## config.mk

```make
export PLATFORM = sky130hd
export DESIGN_NAME = ljs_serializer
export DESIGN_NICKNAME = d
export VERILOG_FILES = /design/src/verilog/ljs_pkg.sv /design/src/verilog/ljs_fifo.sv /design/src/verilog/ljs_serializer.sv
export VERILOG_INCLUDE_DIRS = /design/src /design/src/verilog
export SDC_FILE = /design/constraint.sdc
export NUM_CORES = 1
export LEC_CHECK = 0
export ABC_AREA = 0
export BUFFER_PORTS_ARGS = -buffer_cell sky130_fd_sc_hd__buf_2
export CORE_MARGIN = 2
export CORE_UTILIZATION = 55
export CTS_CLUSTER_SIZE = 28
export DETAILED_ROUTE_END_ITERATION = 8
export PLACE_DENSITY_LB_ADDON = 0.12
export SLEW_MARGIN = 0
export SYNTH_ARGS = -nofsm -noshare
export SYNTH_HDL_FRONTEND = slang
export SYNTH_SLANG_ARGS = --single-unit
```

## constraint.sdc

```tcl
create_clock -name aclk -period 7.8 [get_ports aclk]
set_input_delay 0 -clock aclk [delete_from_list [all_inputs] [get_ports aclk]]
set_output_delay 0 -clock aclk [all_outputs]
set_load 0.02 [all_outputs]
```

## src/verilog/ljs_regs.svh

```systemverilog
// Register offsets, field positions, reset values and fixed codes of the serializer.
// Assumes it is included by bare name into the files that decode or build the frame.
`ifndef LJS_REGS_SVH
`define LJS_REGS_SVH

// ----------------------------------------------------------------------------
// Register byte addresses
// ----------------------------------------------------------------------------
`define LJS_ADDR_CTRL          8'h00
`define LJS_ADDR_FIRST_DELAY   8'h04
`define LJS_ADDR_SECOND_DELAY  8'h08
`define LJS_ADDR_STATUS        8'h0C
`define LJS_ADDR_WIDTH         8

// ----------------------------------------------------------------------------
// Control fields
// ----------------------------------------------------------------------------
`define LJS_CTRL_ENABLE        0
`define LJS_CTRL_TIMESLOT      1
`define LJS_CTRL_SWAP          2
`define LJS_CTRL_INVERT        3
`define LJS_CTRL_WLEN_LO       4
`define LJS_CTRL_WLEN_HI       5
`define LJS_CTRL_FRAME_LO      6
`define LJS_CTRL_FRAME_HI      7
`define LJS_CTRL_RESET         8'h00
`define LJS_DELAY_RESET        8'h00

// ----------------------------------------------------------------------------
// Status fields
// ----------------------------------------------------------------------------
`define LJS_STAT_UNDERRUN      0
`define LJS_STAT_FRAME_ERR     1
`define LJS_STAT_FIFO_EMPTY    2
`define LJS_STAT_TS_ACTIVE     3
`define LJS_STAT_FBITS_LO      16
`define LJS_STAT_FBITS_HI      25

// ----------------------------------------------------------------------------
// Word lengths and bus answers
// ----------------------------------------------------------------------------
`define LJS_WLEN_16            10'h010
`define LJS_WLEN_20            10'h014
`define LJS_WLEN_24            10'h018
`define LJS_WLEN_32            10'h020
`define LJS_RESP_OKAY          2'h0
`define LJS_RESP_SLVERR        2'h2

`endif

```

## src/verilog/ljs_pkg.sv

```systemverilog
// Types shared by the audio serializer files.
// Assumes nothing beyond a SystemVerilog compiler.
package ljs_pkg;

  // Framing selection; only left-justified framing drives the data line.
  typedef enum logic [1:0] {
    LJS_FRM_LEFT,
    LJS_FRM_RIGHT,
    LJS_FRM_I2S,
    LJS_FRM_DSP
  } ljs_frame_e;

  // Word length selection codes.
  typedef enum logic [1:0] {
    LJS_WL_16,
    LJS_WL_20,
    LJS_WL_24,
    LJS_WL_32
  } ljs_wlen_e;

endpackage

```

## src/verilog/ljs_fifo.sv

```systemverilog
// Sample FIFO with registered read data and valid/ready on both sides.
// Assumes a single clock domain shared by writer and reader.
`timescale 1ns/1ns
module ljs_fifo #(
  parameter int WIDTH = 64,
  parameter int DEPTH = 8
) (
  // Clock and reset
  input  wire logic             aclk,
  input  wire logic             aresetn,
  input  wire logic             ce,
  // Fill side
  input  wire logic             wr_valid,
  output logic                  wr_ready,
  input  wire logic [WIDTH-1:0] wr_data,
  // Drain side
  output logic                  rd_valid,
  input  wire logic             rd_ready,
  output logic [WIDTH-1:0]      rd_data
);
  localparam int AW = $clog2(DEPTH);

  logic [WIDTH-1:0] mem_reg [DEPTH];
  logic [AW-1:0]    wptr_reg;
  logic [AW-1:0]    rptr_reg;
  logic [AW:0]      count_reg;
  logic             out_valid_reg;
  logic [WIDTH-1:0] out_data_reg;
  wire              push;
  wire              pop_mem;
  wire              out_free;

  // ----------------------------------------------------------------------------
  // Handshakes
  // ----------------------------------------------------------------------------
  assign wr_ready = (count_reg != (AW+1)'(DEPTH));
  assign push     = wr_valid && wr_ready;
  assign out_free = !out_valid_reg || rd_ready;
  assign pop_mem  = out_free && (count_reg != '0);
  assign rd_valid = out_valid_reg;
  assign rd_data  = out_data_reg;

  // ----------------------------------------------------------------------------
  // Storage
  // ----------------------------------------------------------------------------
  always_ff @(posedge aclk) begin
    if (ce && push) begin
      mem_reg[wptr_reg] <= wr_data;
    end
  end

  // The output register lets the consumer see data without a read delay.
  always_ff @(posedge aclk) begin
    if (!aresetn) begin
      wptr_reg      <= '0;
      rptr_reg      <= '0;
      count_reg     <= '0;
      out_valid_reg <= 1'b0;
      out_data_reg  <= '0;
    end else if (ce) begin
      if (push) begin
        wptr_reg <= (wptr_reg == AW'(DEPTH-1)) ? '0 : wptr_reg + 1'b1;
      end
      if (pop_mem) begin
        rptr_reg     <= (rptr_reg == AW'(DEPTH-1)) ? '0 : rptr_reg + 1'b1;
        out_data_reg <= mem_reg[rptr_reg];
      end
      if (out_free) begin
        out_valid_reg <= pop_mem;
      end
      count_reg <= count_reg + (AW+1)'(push) - (AW+1)'(pop_mem);
    end
  end

endmodule

```

## src/verilog/ljs_serializer.sv

```systemverilog
// Left-justified stereo audio serializer with an AXI4-Lite register slave.
// Assumes bit clock and word clock arrive from outside and are slow against aclk.
//
// Summary of operation
// - Time-slot placement is never active while right-justified framing is chosen.
// - Standard framing: one MSB after word clock falls, the other after it rises.
// - Bit clocks per frame must exceed twice the word length; violations flagged.
// - First delay plus word length must not exceed bit clocks per frame; flagged.
// - Without time slots both channels use the first delay, each word-clock edge starts one.
// - Data bits are valid on bit-clock rising edges unless polarity is inverted.
// - With time slots the first channel starts after its own delay from word-clock rise.
// - With time slots the second channel starts second delay after first channel LSB.
// - With time slots the falling word-clock edge is ignored.
// - No swap, no slots: left MSB at edge delay+1 after rise, right after fall.
// - Swap, no slots: right MSB at edge delay+1 after rise, left after fall.
// - Slots, no swap: left first, right MSB second delay+1 edges after left LSB.
// - Slots and swap: right first, left MSB second delay+1 edges after right LSB.
// - The second-channel delay has its own register, separate from the first.
// - A control bit exchanges the order of the two channels.
// - A control bit inverts the bit-clock polarity in left-justified framing, the only one driven.
// - Words go MSB first with a width of 16, 20, 24 or 32 bits.
`timescale 1ns/1ns
`include "ljs_regs.svh"
module ljs_serializer #(
  parameter int SAMPLE_W   = 32,
  parameter int FIFO_DEPTH = 8,
  parameter int CNT_W      = 10
) (
  // Clock, reset and freeze
  input  wire logic                aclk,
  input  wire logic                aresetn,
  input  wire logic                ce,
  // AXI4-Lite write address
  input  wire logic [7:0]          s_axi_awaddr,
  input  wire logic                s_axi_awvalid,
  output logic                     s_axi_awready,
  // AXI4-Lite write data
  input  wire logic [31:0]         s_axi_wdata,
  input  wire logic [3:0]          s_axi_wstrb,
  input  wire logic                s_axi_wvalid,
  output logic                     s_axi_wready,
  // AXI4-Lite write response
  output logic [1:0]               s_axi_bresp,
  output logic                     s_axi_bvalid,
  input  wire logic                s_axi_bready,
  // AXI4-Lite read address
  input  wire logic [7:0]          s_axi_araddr,
  input  wire logic                s_axi_arvalid,
  output logic                     s_axi_arready,
  // AXI4-Lite read data
  output logic [31:0]              s_axi_rdata,
  output logic [1:0]               s_axi_rresp,
  output logic                     s_axi_rvalid,
  input  wire logic                s_axi_rready,
  // Stereo sample stream
  input  wire logic [SAMPLE_W-1:0] smp_left,
  input  wire logic [SAMPLE_W-1:0] smp_right,
  input  wire logic                smp_valid,
  output logic                     smp_ready,
  // Audio serial pins
  input  wire logic                bclk,
  input  wire logic                wclk,
  output logic                     dout
);

  // ----------------------------------------------------------------------------
  // Declarations
  // ----------------------------------------------------------------------------
  logic [7:0]          ctrl_reg;
  logic [7:0]          first_channel_delay_reg;
  logic [7:0]          second_channel_delay_reg;
  logic                underrun_reg;
  logic                frame_err_reg;
  logic [CNT_W-1:0]    frame_bits_reg;
  logic                have_frame_reg;

  logic                bclk_s1_reg;
  logic                bclk_s2_reg;
  logic                bclk_s3_reg;
  logic                wclk_s1_reg;
  logic                wclk_s2_reg;
  logic                wclk_last_reg;

  logic [CNT_W-1:0]    cnt_reg;
  logic [CNT_W-1:0]    fcnt_reg;
  logic                seg_reg;
  logic [SAMPLE_W-1:0] left_reg;
  logic [SAMPLE_W-1:0] right_reg;
  logic                dout_reg;

  logic                aw_held_reg;
  logic [7:0]          aw_addr_reg;
  logic                w_held_reg;
  logic [31:0]         w_data_reg;
  logic [3:0]          w_strb_reg;
  logic                bvalid_reg;
  logic [1:0]          bresp_reg;
  logic                rvalid_reg;
  logic [1:0]          rresp_reg;
  logic [31:0]         rdata_reg;

  logic                fifo_valid;
  logic [2*SAMPLE_W-1:0] fifo_data;

  // ----------------------------------------------------------------------------
  // Control decode
  // ----------------------------------------------------------------------------
  wire                 enable    = ctrl_reg[`LJS_CTRL_ENABLE];
  wire                 swap      = ctrl_reg[`LJS_CTRL_SWAP];
  wire                 invert    = ctrl_reg[`LJS_CTRL_INVERT];
  wire ljs_pkg::ljs_frame_e framing =
    ljs_pkg::ljs_frame_e'(ctrl_reg[`LJS_CTRL_FRAME_HI:`LJS_CTRL_FRAME_LO]);
  wire ljs_pkg::ljs_wlen_e  wsel    =
    ljs_pkg::ljs_wlen_e'(ctrl_reg[`LJS_CTRL_WLEN_HI:`LJS_CTRL_WLEN_LO]);
  wire                 is_left   = (framing == ljs_pkg::LJS_FRM_LEFT);
  wire                 ts_on     = ctrl_reg[`LJS_CTRL_TIMESLOT]
                                   && (framing != ljs_pkg::LJS_FRM_RIGHT);
  wire                 running   = enable && is_left;

  logic [CNT_W-1:0]    wlen;
  always_comb begin
    unique case (wsel)
      ljs_pkg::LJS_WL_16: wlen = `LJS_WLEN_16;
      ljs_pkg::LJS_WL_20: wlen = `LJS_WLEN_20;
      ljs_pkg::LJS_WL_24: wlen = `LJS_WLEN_24;
      ljs_pkg::LJS_WL_32: wlen = `LJS_WLEN_32;
    endcase
  end

  // ----------------------------------------------------------------------------
  // Sample FIFO
  // ----------------------------------------------------------------------------
  // A word clock rise takes one stereo pair; the writer is stalled when full.
  wire                 pop;

  ljs_fifo #(
    .WIDTH (2*SAMPLE_W),
    .DEPTH (FIFO_DEPTH)
  ) u_fifo (
    .aclk     (aclk),
    .aresetn  (aresetn),
    .ce       (ce),
    .wr_valid (smp_valid),
    .wr_ready (smp_ready),
    .wr_data  ({smp_left, smp_right}),
    .rd_valid (fifo_valid),
    .rd_ready (pop),
    .rd_data  (fifo_data)
  );

  // ----------------------------------------------------------------------------
  // Pin synchronisers
  // ----------------------------------------------------------------------------
  always_ff @(posedge aclk) begin
    if (!aresetn) begin
      bclk_s1_reg <= 1'b0;
      bclk_s2_reg <= 1'b0;
      bclk_s3_reg <= 1'b0;
      wclk_s1_reg <= 1'b0;
      wclk_s2_reg <= 1'b0;
    end else if (ce) begin
      bclk_s1_reg <= bclk;
      bclk_s2_reg <= bclk_s1_reg;
      bclk_s3_reg <= bclk_s2_reg;
      wclk_s1_reg <= wclk;
      wclk_s2_reg <= wclk_s1_reg;
    end
  end

  // ----------------------------------------------------------------------------
  // Bit-clock edges
  // ----------------------------------------------------------------------------
  // The receiver samples on the active edge, so the line changes on the other one.
  wire bclk_rise = bclk_s2_reg && !bclk_s3_reg;
  wire bclk_fall = !bclk_s2_reg && bclk_s3_reg;
  wire drv_edge  = invert ? bclk_rise : bclk_fall;
  wire wclk_rise = drv_edge && wclk_s2_reg && !wclk_last_reg;
  wire wclk_fall = drv_edge && !wclk_s2_reg && wclk_last_reg;
  wire fall_used = wclk_fall && !ts_on;

  assign pop = running && wclk_rise && fifo_valid;

  // ----------------------------------------------------------------------------
  // Frame position
  // ----------------------------------------------------------------------------
  // The count names the active edge that comes next, one for the first after a word-clock rise, or after a fall without time slots.
  wire [CNT_W-1:0] cnt_sat  = (cnt_reg == '1) ? cnt_reg : cnt_reg + 1'b1;
  wire [CNT_W-1:0] fcnt_sat = (fcnt_reg == '1) ? fcnt_reg : fcnt_reg + 1'b1;
  wire [CNT_W-1:0] cnt_next = (wclk_rise || fall_used) ? CNT_W'(1) : cnt_sat;
  wire             seg_next = wclk_rise ? 1'b0 : (fall_used ? 1'b1 : seg_reg);

  wire [SAMPLE_W-1:0] left_next  = !wclk_rise ? left_reg :
                                   (pop ? fifo_data[2*SAMPLE_W-1:SAMPLE_W] : '0);
  wire [SAMPLE_W-1:0] right_next = !wclk_rise ? right_reg :
                                   (pop ? fifo_data[SAMPLE_W-1:0] : '0);

  // ----------------------------------------------------------------------------
  // Channel windows
  // ----------------------------------------------------------------------------
  wire [CNT_W-1:0] start1 = CNT_W'(first_channel_delay_reg) + 1'b1;
  wire [CNT_W-1:0] end1   = start1 + wlen;
  wire [CNT_W-1:0] start2 = end1 + CNT_W'(second_channel_delay_reg);
  wire [CNT_W-1:0] end2   = start2 + wlen;

  wire in_first  = !seg_next && (cnt_next >= start1) && (cnt_next < end1);
  wire in_second = ts_on ? ((cnt_next >= start2) && (cnt_next < end2))
                         : (seg_next && (cnt_next >= start1) && (cnt_next < end1));

  wire [CNT_W-1:0] rel    = cnt_next - (in_second && ts_on ? start2 : start1);
  wire [CNT_W-1:0] bitpos = wlen - 1'b1 - rel;

  // Swap puts the right word in the first slot.
  wire [SAMPLE_W-1:0] first_word  = swap ? right_next : left_next;
  wire [SAMPLE_W-1:0] second_word = swap ? left_next : right_next;
  wire [SAMPLE_W-1:0] cur_word    = in_first ? first_word : second_word;
  wire                bit_out     = (in_first || in_second) && cur_word[bitpos[4:0]];

  // ----------------------------------------------------------------------------
  // Serial state
  // ----------------------------------------------------------------------------
  always_ff @(posedge aclk) begin
    if (!aresetn) begin
      wclk_last_reg <= 1'b0;
      cnt_reg       <= '0;
      seg_reg       <= 1'b0;
      left_reg      <= '0;
      right_reg     <= '0;
      dout_reg      <= 1'b0;
    end else if (ce) begin
      if (!running) begin
        dout_reg <= 1'b0;
      end
      if (drv_edge) begin
        wclk_last_reg <= wclk_s2_reg;
        cnt_reg       <= cnt_next;
        seg_reg       <= seg_next;
        left_reg      <= left_next;
        right_reg     <= right_next;
        dout_reg      <= running && bit_out;
      end
    end
  end

  // ----------------------------------------------------------------------------
  // Frame length check
  // ----------------------------------------------------------------------------
  // The frame length is only known at the next rise, so a bad setting shows one frame late.
  wire fbits_short  = (fcnt_reg <= (wlen << 1));
  wire offset_large = (CNT_W'(first_channel_delay_reg) + wlen > fcnt_reg);
  wire slots_large  = ts_on && (end2 - 1'b1 > fcnt_reg);
  wire frame_bad    = running && wclk_rise && have_frame_reg
                      && (fbits_short || offset_large || slots_large);
  wire underrun_set = running && wclk_rise && !fifo_valid;

  always_ff @(posedge aclk) begin
    if (!aresetn) begin
      fcnt_reg       <= '0;
      frame_bits_reg <= '0;
      have_frame_reg <= 1'b0;
    end else if (ce) begin
      if (!running) begin
        have_frame_reg <= 1'b0;
      end else if (wclk_rise) begin
        frame_bits_reg <= fcnt_reg;
        fcnt_reg       <= CNT_W'(1);
        have_frame_reg <= 1'b1;
      end else if (drv_edge) begin
        fcnt_reg <= fcnt_sat;
      end
    end
  end

  // ----------------------------------------------------------------------------
  // AXI4-Lite slave
  // ----------------------------------------------------------------------------
  wire        wr_fire   = aw_held_reg && w_held_reg && !bvalid_reg;
  wire        rd_fire   = s_axi_arvalid && s_axi_arready;
  wire        wr_ctrl   = wr_fire && (aw_addr_reg == `LJS_ADDR_CTRL);
  wire        wr_d1     = wr_fire && (aw_addr_reg == `LJS_ADDR_FIRST_DELAY);
  wire        wr_d2     = wr_fire && (aw_addr_reg == `LJS_ADDR_SECOND_DELAY);
  wire        wr_stat   = wr_fire && (aw_addr_reg == `LJS_ADDR_STATUS);
  wire        wr_hit    = wr_ctrl || wr_d1 || wr_d2 || wr_stat;
  wire        clr_under = wr_stat && w_strb_reg[0] && w_data_reg[`LJS_STAT_UNDERRUN];
  wire        clr_ferr  = wr_stat && w_strb_reg[0] && w_data_reg[`LJS_STAT_FRAME_ERR];

  wire [31:0] status_word = {6'h00, frame_bits_reg, 12'h000, ts_on, !fifo_valid,
                             frame_err_reg, underrun_reg};
  wire        rd_hit  = (s_axi_araddr == `LJS_ADDR_CTRL) || (s_axi_araddr == `LJS_ADDR_FIRST_DELAY)
                     || (s_axi_araddr == `LJS_ADDR_SECOND_DELAY) || (s_axi_araddr == `LJS_ADDR_STATUS);
  wire [31:0] rd_mux  = (s_axi_araddr == `LJS_ADDR_CTRL)         ? {24'h000000, ctrl_reg} :
                        (s_axi_araddr == `LJS_ADDR_FIRST_DELAY)  ? {24'h000000, first_channel_delay_reg} :
                        (s_axi_araddr == `LJS_ADDR_SECOND_DELAY) ? {24'h000000, second_channel_delay_reg} :
                        (s_axi_araddr == `LJS_ADDR_STATUS)       ? status_word : 32'h00000000;

  assign s_axi_awready = !aw_held_reg;
  assign s_axi_wready  = !w_held_reg;
  assign s_axi_bvalid  = bvalid_reg;
  assign s_axi_bresp   = bresp_reg;
  assign s_axi_arready = !rvalid_reg;
  assign s_axi_rvalid  = rvalid_reg;
  assign s_axi_rresp   = rresp_reg;
  assign s_axi_rdata   = rdata_reg;

  always_ff @(posedge aclk) begin
    if (!aresetn) begin
      aw_held_reg <= 1'b0;
      aw_addr_reg <= '0;
      w_held_reg  <= 1'b0;
      w_data_reg  <= '0;
      w_strb_reg  <= '0;
      bvalid_reg  <= 1'b0;
      bresp_reg   <= `LJS_RESP_OKAY;
    end else if (ce) begin
      if (s_axi_awvalid && !aw_held_reg) begin
        aw_held_reg <= 1'b1;
        aw_addr_reg <= s_axi_awaddr;
      end
      if (s_axi_wvalid && !w_held_reg) begin
        w_held_reg <= 1'b1;
        w_data_reg <= s_axi_wdata;
        w_strb_reg <= s_axi_wstrb;
      end
      if (wr_fire) begin
        aw_held_reg <= 1'b0;
        w_held_reg  <= 1'b0;
        bvalid_reg  <= 1'b1;
        bresp_reg   <= wr_hit ? `LJS_RESP_OKAY : `LJS_RESP_SLVERR;
      end else if (s_axi_bready) begin
        bvalid_reg <= 1'b0;
      end
    end
  end

  always_ff @(posedge aclk) begin
    if (!aresetn) begin
      rvalid_reg <= 1'b0;
      rresp_reg  <= `LJS_RESP_OKAY;
      rdata_reg  <= '0;
    end else if (ce) begin
      if (rd_fire) begin
        rvalid_reg <= 1'b1;
        rresp_reg  <= rd_hit ? `LJS_RESP_OKAY : `LJS_RESP_SLVERR;
        rdata_reg  <= rd_mux;
      end else if (s_axi_rready) begin
        rvalid_reg <= 1'b0;
      end
    end
  end

  // ----------------------------------------------------------------------------
  // Register file
  // ----------------------------------------------------------------------------
  // Only the low byte lane carries configuration, so only strobe 0 matters.
  always_ff @(posedge aclk) begin
    if (!aresetn) begin
      ctrl_reg                 <= `LJS_CTRL_RESET;
      first_channel_delay_reg  <= `LJS_DELAY_RESET;
      second_channel_delay_reg <= `LJS_DELAY_RESET;
    end else if (ce && w_strb_reg[0]) begin
      if (wr_ctrl) begin
        ctrl_reg <= w_data_reg[7:0];
      end
      if (wr_d1) begin
        first_channel_delay_reg <= w_data_reg[7:0];
      end
      if (wr_d2) begin
        second_channel_delay_reg <= w_data_reg[7:0];
      end
    end
  end

  // Sticky flags: a new event in the clearing cycle keeps the flag set.
  always_ff @(posedge aclk) begin
    if (!aresetn) begin
      underrun_reg  <= 1'b0;
      frame_err_reg <= 1'b0;
    end else if (ce) begin
      underrun_reg  <= underrun_set || (underrun_reg && !clr_under);
      frame_err_reg <= frame_bad || (frame_err_reg && !clr_ferr);
    end
  end

  assign dout = dout_reg;

endmodule

```

==> impl_results.md, run 1 <==
- Worst-margin pin slew: 1.13 ns
- Maxcap violations: 0
- Share of cells above drive strength 1: 0.179
- Hold crit path type: input pin to flip-flop
- HPWL after DPL: 45800 um
- Number of global-route vias before repair: ~20000
- Setup violators final: 0
- Leading cell types in the layout, fill and taps excluded: edfxtp_1 (512), nor2_1 (251), dfxtp_1 (242)
- Critical Path Sink Type: flip-flop
- Worst hold path startpoint: s_axi_araddr[2]
- Prevailing post-synth register cell: edfxtp_1
- Via density: 5.89
- Fillers: 4300
- Initial antenna violation count: 0
- Finished Cell Area: 0.0379 mm^2
- Post-synthesis sequential area ratio: 0.622
- Worst-path cell with the longest stage delay: or4_4
- Startpoint types: flip-flop
- Die area: 0.0613 mm^2
- Boundary Pins: 170
- Reg-to-Reg Start: first_channel_delay_reg[1]
- Starting Density: 0.555
- Clk sink count: 757
- Cells after Synth: 2345
- Setup TNS: 0 ns
- Post-Synthesis Cell Area: 0.0326 mm^2
- Area grow syn2layout: 16.2%
- Bufs and invs on worst path: 5
- Crit path launch: first_channel_delay_reg[1]
- Worst path max stage delay: 0.56 ns
- DRT Pass-1 Iters: 6
- Arr. time, crit path: 7.86 ns
- Register bit total from synthesis: between 700 and 800
- Mean Syn Cell Area: about 14 um^2
- Skew final: 0.0435 ns
- Hold Slack: 0.0541 ns
- Max FFs per register: 512
- Die width: roughly 250 um
- Post-synth ARST share: 0
- Minimum clock period: 7.30 ns
- CP required: 8.36 ns
- Clock buffer depth: 3
- Top post-synthesis cells by area: edfxtp_1 (47%), dfxtp_1 (15%), mux4_2 (9.1%), mux2i_1 (3.8%), ha_1 (3.8%)
- Average wire per standard cell: 21.7 um
- Reg clk slew, reported paths: ~0.060 ns
- Post-route DRC: 0
- Chip Height: 248 um
- Dominant cell type by area after synthesis: edfxtp_1
- Status: finished, final reports clean
- Worst-Skew Late Latency: 0.63 ns
- Placed Area: about 0.034 mm^2
- Worst VDD drop: 0.216 mV
- Leakage: 13.0 nW
- Crit path max fanout: 7
- H-tree lvl count: 3
- Top-area cell type share of the netlist area: 0.471
- Pwr/cell area: 253 mW/mm^2
- PortBufs: 126
- Fmax: 0.137 GHz
- Remaining antenna violation count: 0
- Largest net degree at the start of global routing: 131
- Num CTS Buffers: 80
- CTS tree: yes
- ANT cells: 0
- Area of the multi-input gates: 0.0117 mm^2
- Row count: 89
- Slew Limit Fails: 0
- Max-slew headroom: 0.248
- Unique cell type count in the Yosys netlist: 76
- Synth warn: 0
- Number of nets in the layout: about 2800
- Tcrit/Tclk final: 0.936
- Iter 0 DRT Violations: 1635
- Final hold violation count: 0
- Post-synth EDFFs: 512
- Register area: approximately 0.020 mm^2
- Routed WL: 74100 um
- Remaining Overflow, GRT: 0
- Crit path kind: flip-flop to flip-flop
- Root cell of the clock tree: clkbuf_16
- Core ar.: 0.0588 mm^2
- Commonest non-fill, non-tap cell in the layout: edfxtp_1
- First-pass GRT wire length: 116000 um
- GP Congestion: 0.906
- Critical path's top delay family: adder cells
- Cell mode on critical path: inv_1
- Total global routing track utilization: 0.246
- Via count: 20100
worst paths after layout:
path | end | slack (ns) | depth (start not counted)
min | s_axi_rdata[7] | 0.05 | 4
max reg2reg | dout | 0.50 | 35
max | dout | 0.50 | 35
min reg2reg | frame_bits_reg[9] | 0.46 | 2
layer usage:
metal	share of wire	up-vias	wire, um	GRT usage
met5	0	-	0	0
li1	-	9437	-	-
met1	0.44	10100	32300	0.330
met2	0.50	464	37200	0.421
met3	0.039	112	2870	0.0344
met4	0.024	0	1810	0.0682
final cells by class:
cell class              count  area share
inverters                  68     0.00687
clock inverters            44      0.0113
clock buffers             105      0.0572
repair buffers            284      0.0557
well taps                 773      0.0255
flip-flops and latches    757       0.535
multi-input cells        1383       0.308
worst min-delay path, delay by kind of cell:
family	cells	cell delay, ns
compound gates	2	0.38
simple gates	1	0.08
buf+inv	1	0.19
power breakdown:
group,switching [mW],internal (mW),total [mW]
clock network,1.55,2.15,3.70
registers,0.198,4.48,4.68
logic,0.635,0.586,1.22
total,2.39,7.22,9.60
logic make-up (layout without fill, tap and decap cells):
group                    Yosys count  count (layout)  synth area share
flip-flops                       757             757             0.622
other                              2              17          0.000230
buffers and inverters            220             501            0.0279
AO/OA/AOI/OAI                    422             422            0.0908
XOR/XNOR                          53              53            0.0142
AND/OR/NAND/NOR                  519             519            0.0701
multiplexers                     266             266             0.133
adder cells (fa/ha/maj)          106             106            0.0425
synth_stat cells, types with 8 or more instances:
cell and n:
a221oi_1 20, a21o_1 18, clkbuf_1 104, buf_2 8, nand3_1 30, o21a_1 10, buf_1 22, a31oi_1 10
nand2b_1 14, xor2_1 17, o311ai_0 8, and3_1 11, o22ai_1 9, nor3_1 21, nand4_1 10, mux4_2 132
inv_1 67, fa_1 8, nand2_1 124, mux2i_1 125, xnor2_1 36, a21oi_1 87, edfxtp_1 512, nor2b_1 14
a22oi_1 89, dfxtp_1 245, ha_1 98, a211oi_1 101, mux2_2 8, o21ai_0 25, nor2_1 255, buf_4 16
metrics by stage:
stage          total power [mW]  instances  setup WS [ns]   util
5_1_grt                    9.98       3414        -0.0445  0.645
6_report                   9.60       3414          0.500  0.645
3_5_place_dp               5.96       3147          0.174  0.579
4_1_cts                    9.70       3408          0.110  0.642
2_1_floorplan              5.61       2360          0.352      -
3_3_place_gp               5.93       3147          0.336  0.579
repair_timing:
| action | 4_1_cts | 5_1_grt |
|---|---|---|
| setup buffers | 0 | 6 |
| endpoints found under the hold margin | 563 | 0 |
| hold buffers | 112 | 0 |
| gates resized for setup | 0 | 19 |
| setup endpoints to repair | 0 | 1 |
No activity file was read; power rests on OpenSTA's default activity.
==> run 2, diff against run 1 <==
Settings changed: BUFFER_PORTS_ARGS -buffer_cell sky130_fd_sc_hd__buf_2 to -buffer_cell sky130_fd_sc_hd__clkbuf_2.
==> run 2 against run 1 <==
  * Sequential share of layout area rose by 0.19 points
  * Clock power down 2%
  * Largest cell class unchanged
  * Via count shrank 0.19%
  * Critical endpoint unchanged
  * Final area fell by 0.36%
  * Sequential power hardly changed
  * Non-clock buffer count fell by 6
==> impl_results.md, run 2 (same netlist as run 1, synthesis figures left out) <==
- Status: finished, final reports clean
- Worst-Skew Late Latency: 0.62 ns
- PortBufs: 126
- Leakage: 12.9 nW
- Area of the multi-input gates: 0.0117 mm^2
- Worst reg2reg setup slack: slightly above 0.4 ns
- Leading cell types in the layout, fill and taps excluded: edfxtp_1 (512), nor2_1 (251), dfxtp_1 (242)
- Fillers: 4352
- Final worst slack: roughly 0.41 ns
- Via density: ~5.9
- First-pass GRT wire length: 115000 um
- RSZ-0062 raised after global routing: no
- Number of global-route vias before repair: a little over 20000
- Startpoint types: flip-flop
- Average wire per standard cell: approximately 22 um
- Remaining Overflow, GRT: 0
- Number of nets in the layout: 2798
- Post-route DRC: 0
- Die area: 0.0613 mm^2
- Routed WL: between 70000 and 80000 um
- HPWL after DPL: 45800 um
- Initial antenna violation count: 0
- Area grow syn2layout: 15.8%
- Chip Height: roughly 250 um
- Worst-path cell with the longest stage delay: or4_1
- Via count: 20100
- Root cell of the clock tree: clkbuf_16
- Max-slew headroom: 0.275
- CP required: 8.35 ns
- Fmax: 0.135 GHz
- Total global routing track utilization: 0.246
- Clock buffer depth: 3
- Max FFs per register: 512
- Slew Limit Fails: 0
- Clk sink count: 757
- Crit path kind: flip-flop to flip-flop
- Share of cells above drive strength 1: 0.180
- Pwr/cell area: between 200 and 300 mW/mm^2
- R2R depth: 33
- Core ar.: just under 0.06 mm^2
- Hold crit path type: input pin to flip-flop
- Critical Path Sink Type: flip-flop
- End of the critical path: dout
- Starting Density: 0.555
- Row count: 89
- Setup violators final: 0
- Num CTS Buffers: 77
- Worst path max stage delay: between 0.5 and 0.6 ns
- Hold Slack: 0.116 ns
- Iter 0 DRT Violations: 1454
- Reg-to-Reg Start: first_channel_delay_reg[1]
- Reg clk slew, reported paths: 0.06 ns
- Dpl ws: 0.162 ns
- Final hold violation count: 0
- Worst VDD drop: 0.191 mV
- Commonest non-fill, non-tap cell in the layout: edfxtp_1
- Largest net degree at the start of global routing: about 140
- Worst-margin pin slew: 1.09 ns
- Worst r2r dst: dout
- DRT Pass-1 Iters: 5
- Register area: between 0.02 and 0.025 mm^2
- Minimum clock period: 7.39 ns
- Remaining antenna violation count: 0
- Tcrit/Tclk final: 0.947
- Arr. time, crit path: slightly below 8 ns
- ANT cells: 0
- GP Congestion: 0.919
- Maxcap violations: 0
- Crit path launch: first_channel_delay_reg[1]
- Skew final: 0.0117 ns
- Crit path max fanout: 5
- Setup TNS: 0 ns
- CTS tree: yes
- H-tree lvl count: 3
- Boundary Pins: 170
- Die width: roughly 250 um
run 2: cell count changes in the layout (fill, tap and decap cells not counted), moves of 2 or more:
cell and delta:
clkinv_2 -6, clkbuf_1 -5, clkinv_8 +2, clkinv_1 -2, clkinv_4 +4, clkbuf_8 +2
clkbuf_2 +126, buf_4 +3, dlygate4sd3_1 -8, inv_16 -2, buf_2 -126, ha_2 -2
clkbuf_16 -4
run 2: worst min-delay path by stage:
| stage | startpoint | to | slack (ns) | cells after the start |
|---|---|---|---|---|
| floorplan | smp_right[0] | u_fifo.mem_reg[0][0] | 0.1 | 0 |
| global placement | s_axi_wdata[5] | w_data_reg[5] | 0.22 | 3 |
| detailed placement | s_axi_wdata[4] | w_data_reg[4] | 0.24 | 3 |
| CTS | ce | u_fifo.count_reg[1] | 0.09 | 3 |
| global route | s_axi_araddr[3] | s_axi_rdata[0] | 0.13 | 4 |
| finish | s_axi_araddr[2] | s_axi_rdata[7] | 0.12 | 4 |
run 2: timing repair:
item | CTS | global route
endpoints found under the hold margin | 556 | 0
setup endpoints to repair | 0 | 1
gates resized for setup | 0 | 19
buffers inserted | 0 | 2
hold buffers | 104 | 0
run 2: layout make-up:
cell class | count | share of cell area
sequential | 757 | 0.537
multi-input combinational | 1383 | 0.309
clock buffer | 98 | 0.0550
timing repair buffer | 278 | 0.0538
tap | 773 | 0.0256
clock inverter | 42 | 0.0121
inverter | 68 | 0.00689
run 2: per-layer routing:
| layer | track usage | vias to the layer above | wire, um | share of wire |
|---|---|---|---|---|
| met4 | 0.0611 | 0 | 1510 | 0.020 |
| met2 | 0.426 | 391 | 37700 | 0.51 |
| li1 | - | 9439 | - | - |
| met3 | 0.0328 | 97 | 2470 | 0.033 |
| met1 | 0.329 | 10200 | 32500 | 0.44 |
| met5 | 0 | - | 0 | 0 |
run 2: critical path, delay by kind of cell (launching register included):
kind / cells / cell delay (ns)
xor+xnor: 4 / 0.80
fa+ha+maj: 8 / 2.66
flops: 1 / 0.34
compound gates: 10 / 1.53
simple gates: 7 / 1.37
buf+inv: 3 / 0.37
mux: 1 / 0.24
run 2: stage by stage:
step	instance area, um^2	std cells	utilization	power [mW]
floorplan	32700	2360	-	5.61
global placement	34100	3153	0.579	5.93
detailed placement	34100	3153	0.579	5.97
CTS	37600	3397	0.640	9.64
global route	37800	3399	0.642	9.93
finish	37800	3399	0.642	9.54
run 2: report_power, final:
part / leakage [nW] / internal [mW] / switching [mW]
clock network: 1.22 / 2.10 / 1.54
logic: 5.10 / 0.580 / 0.642
registers: 6.61 / 4.48 / 0.195
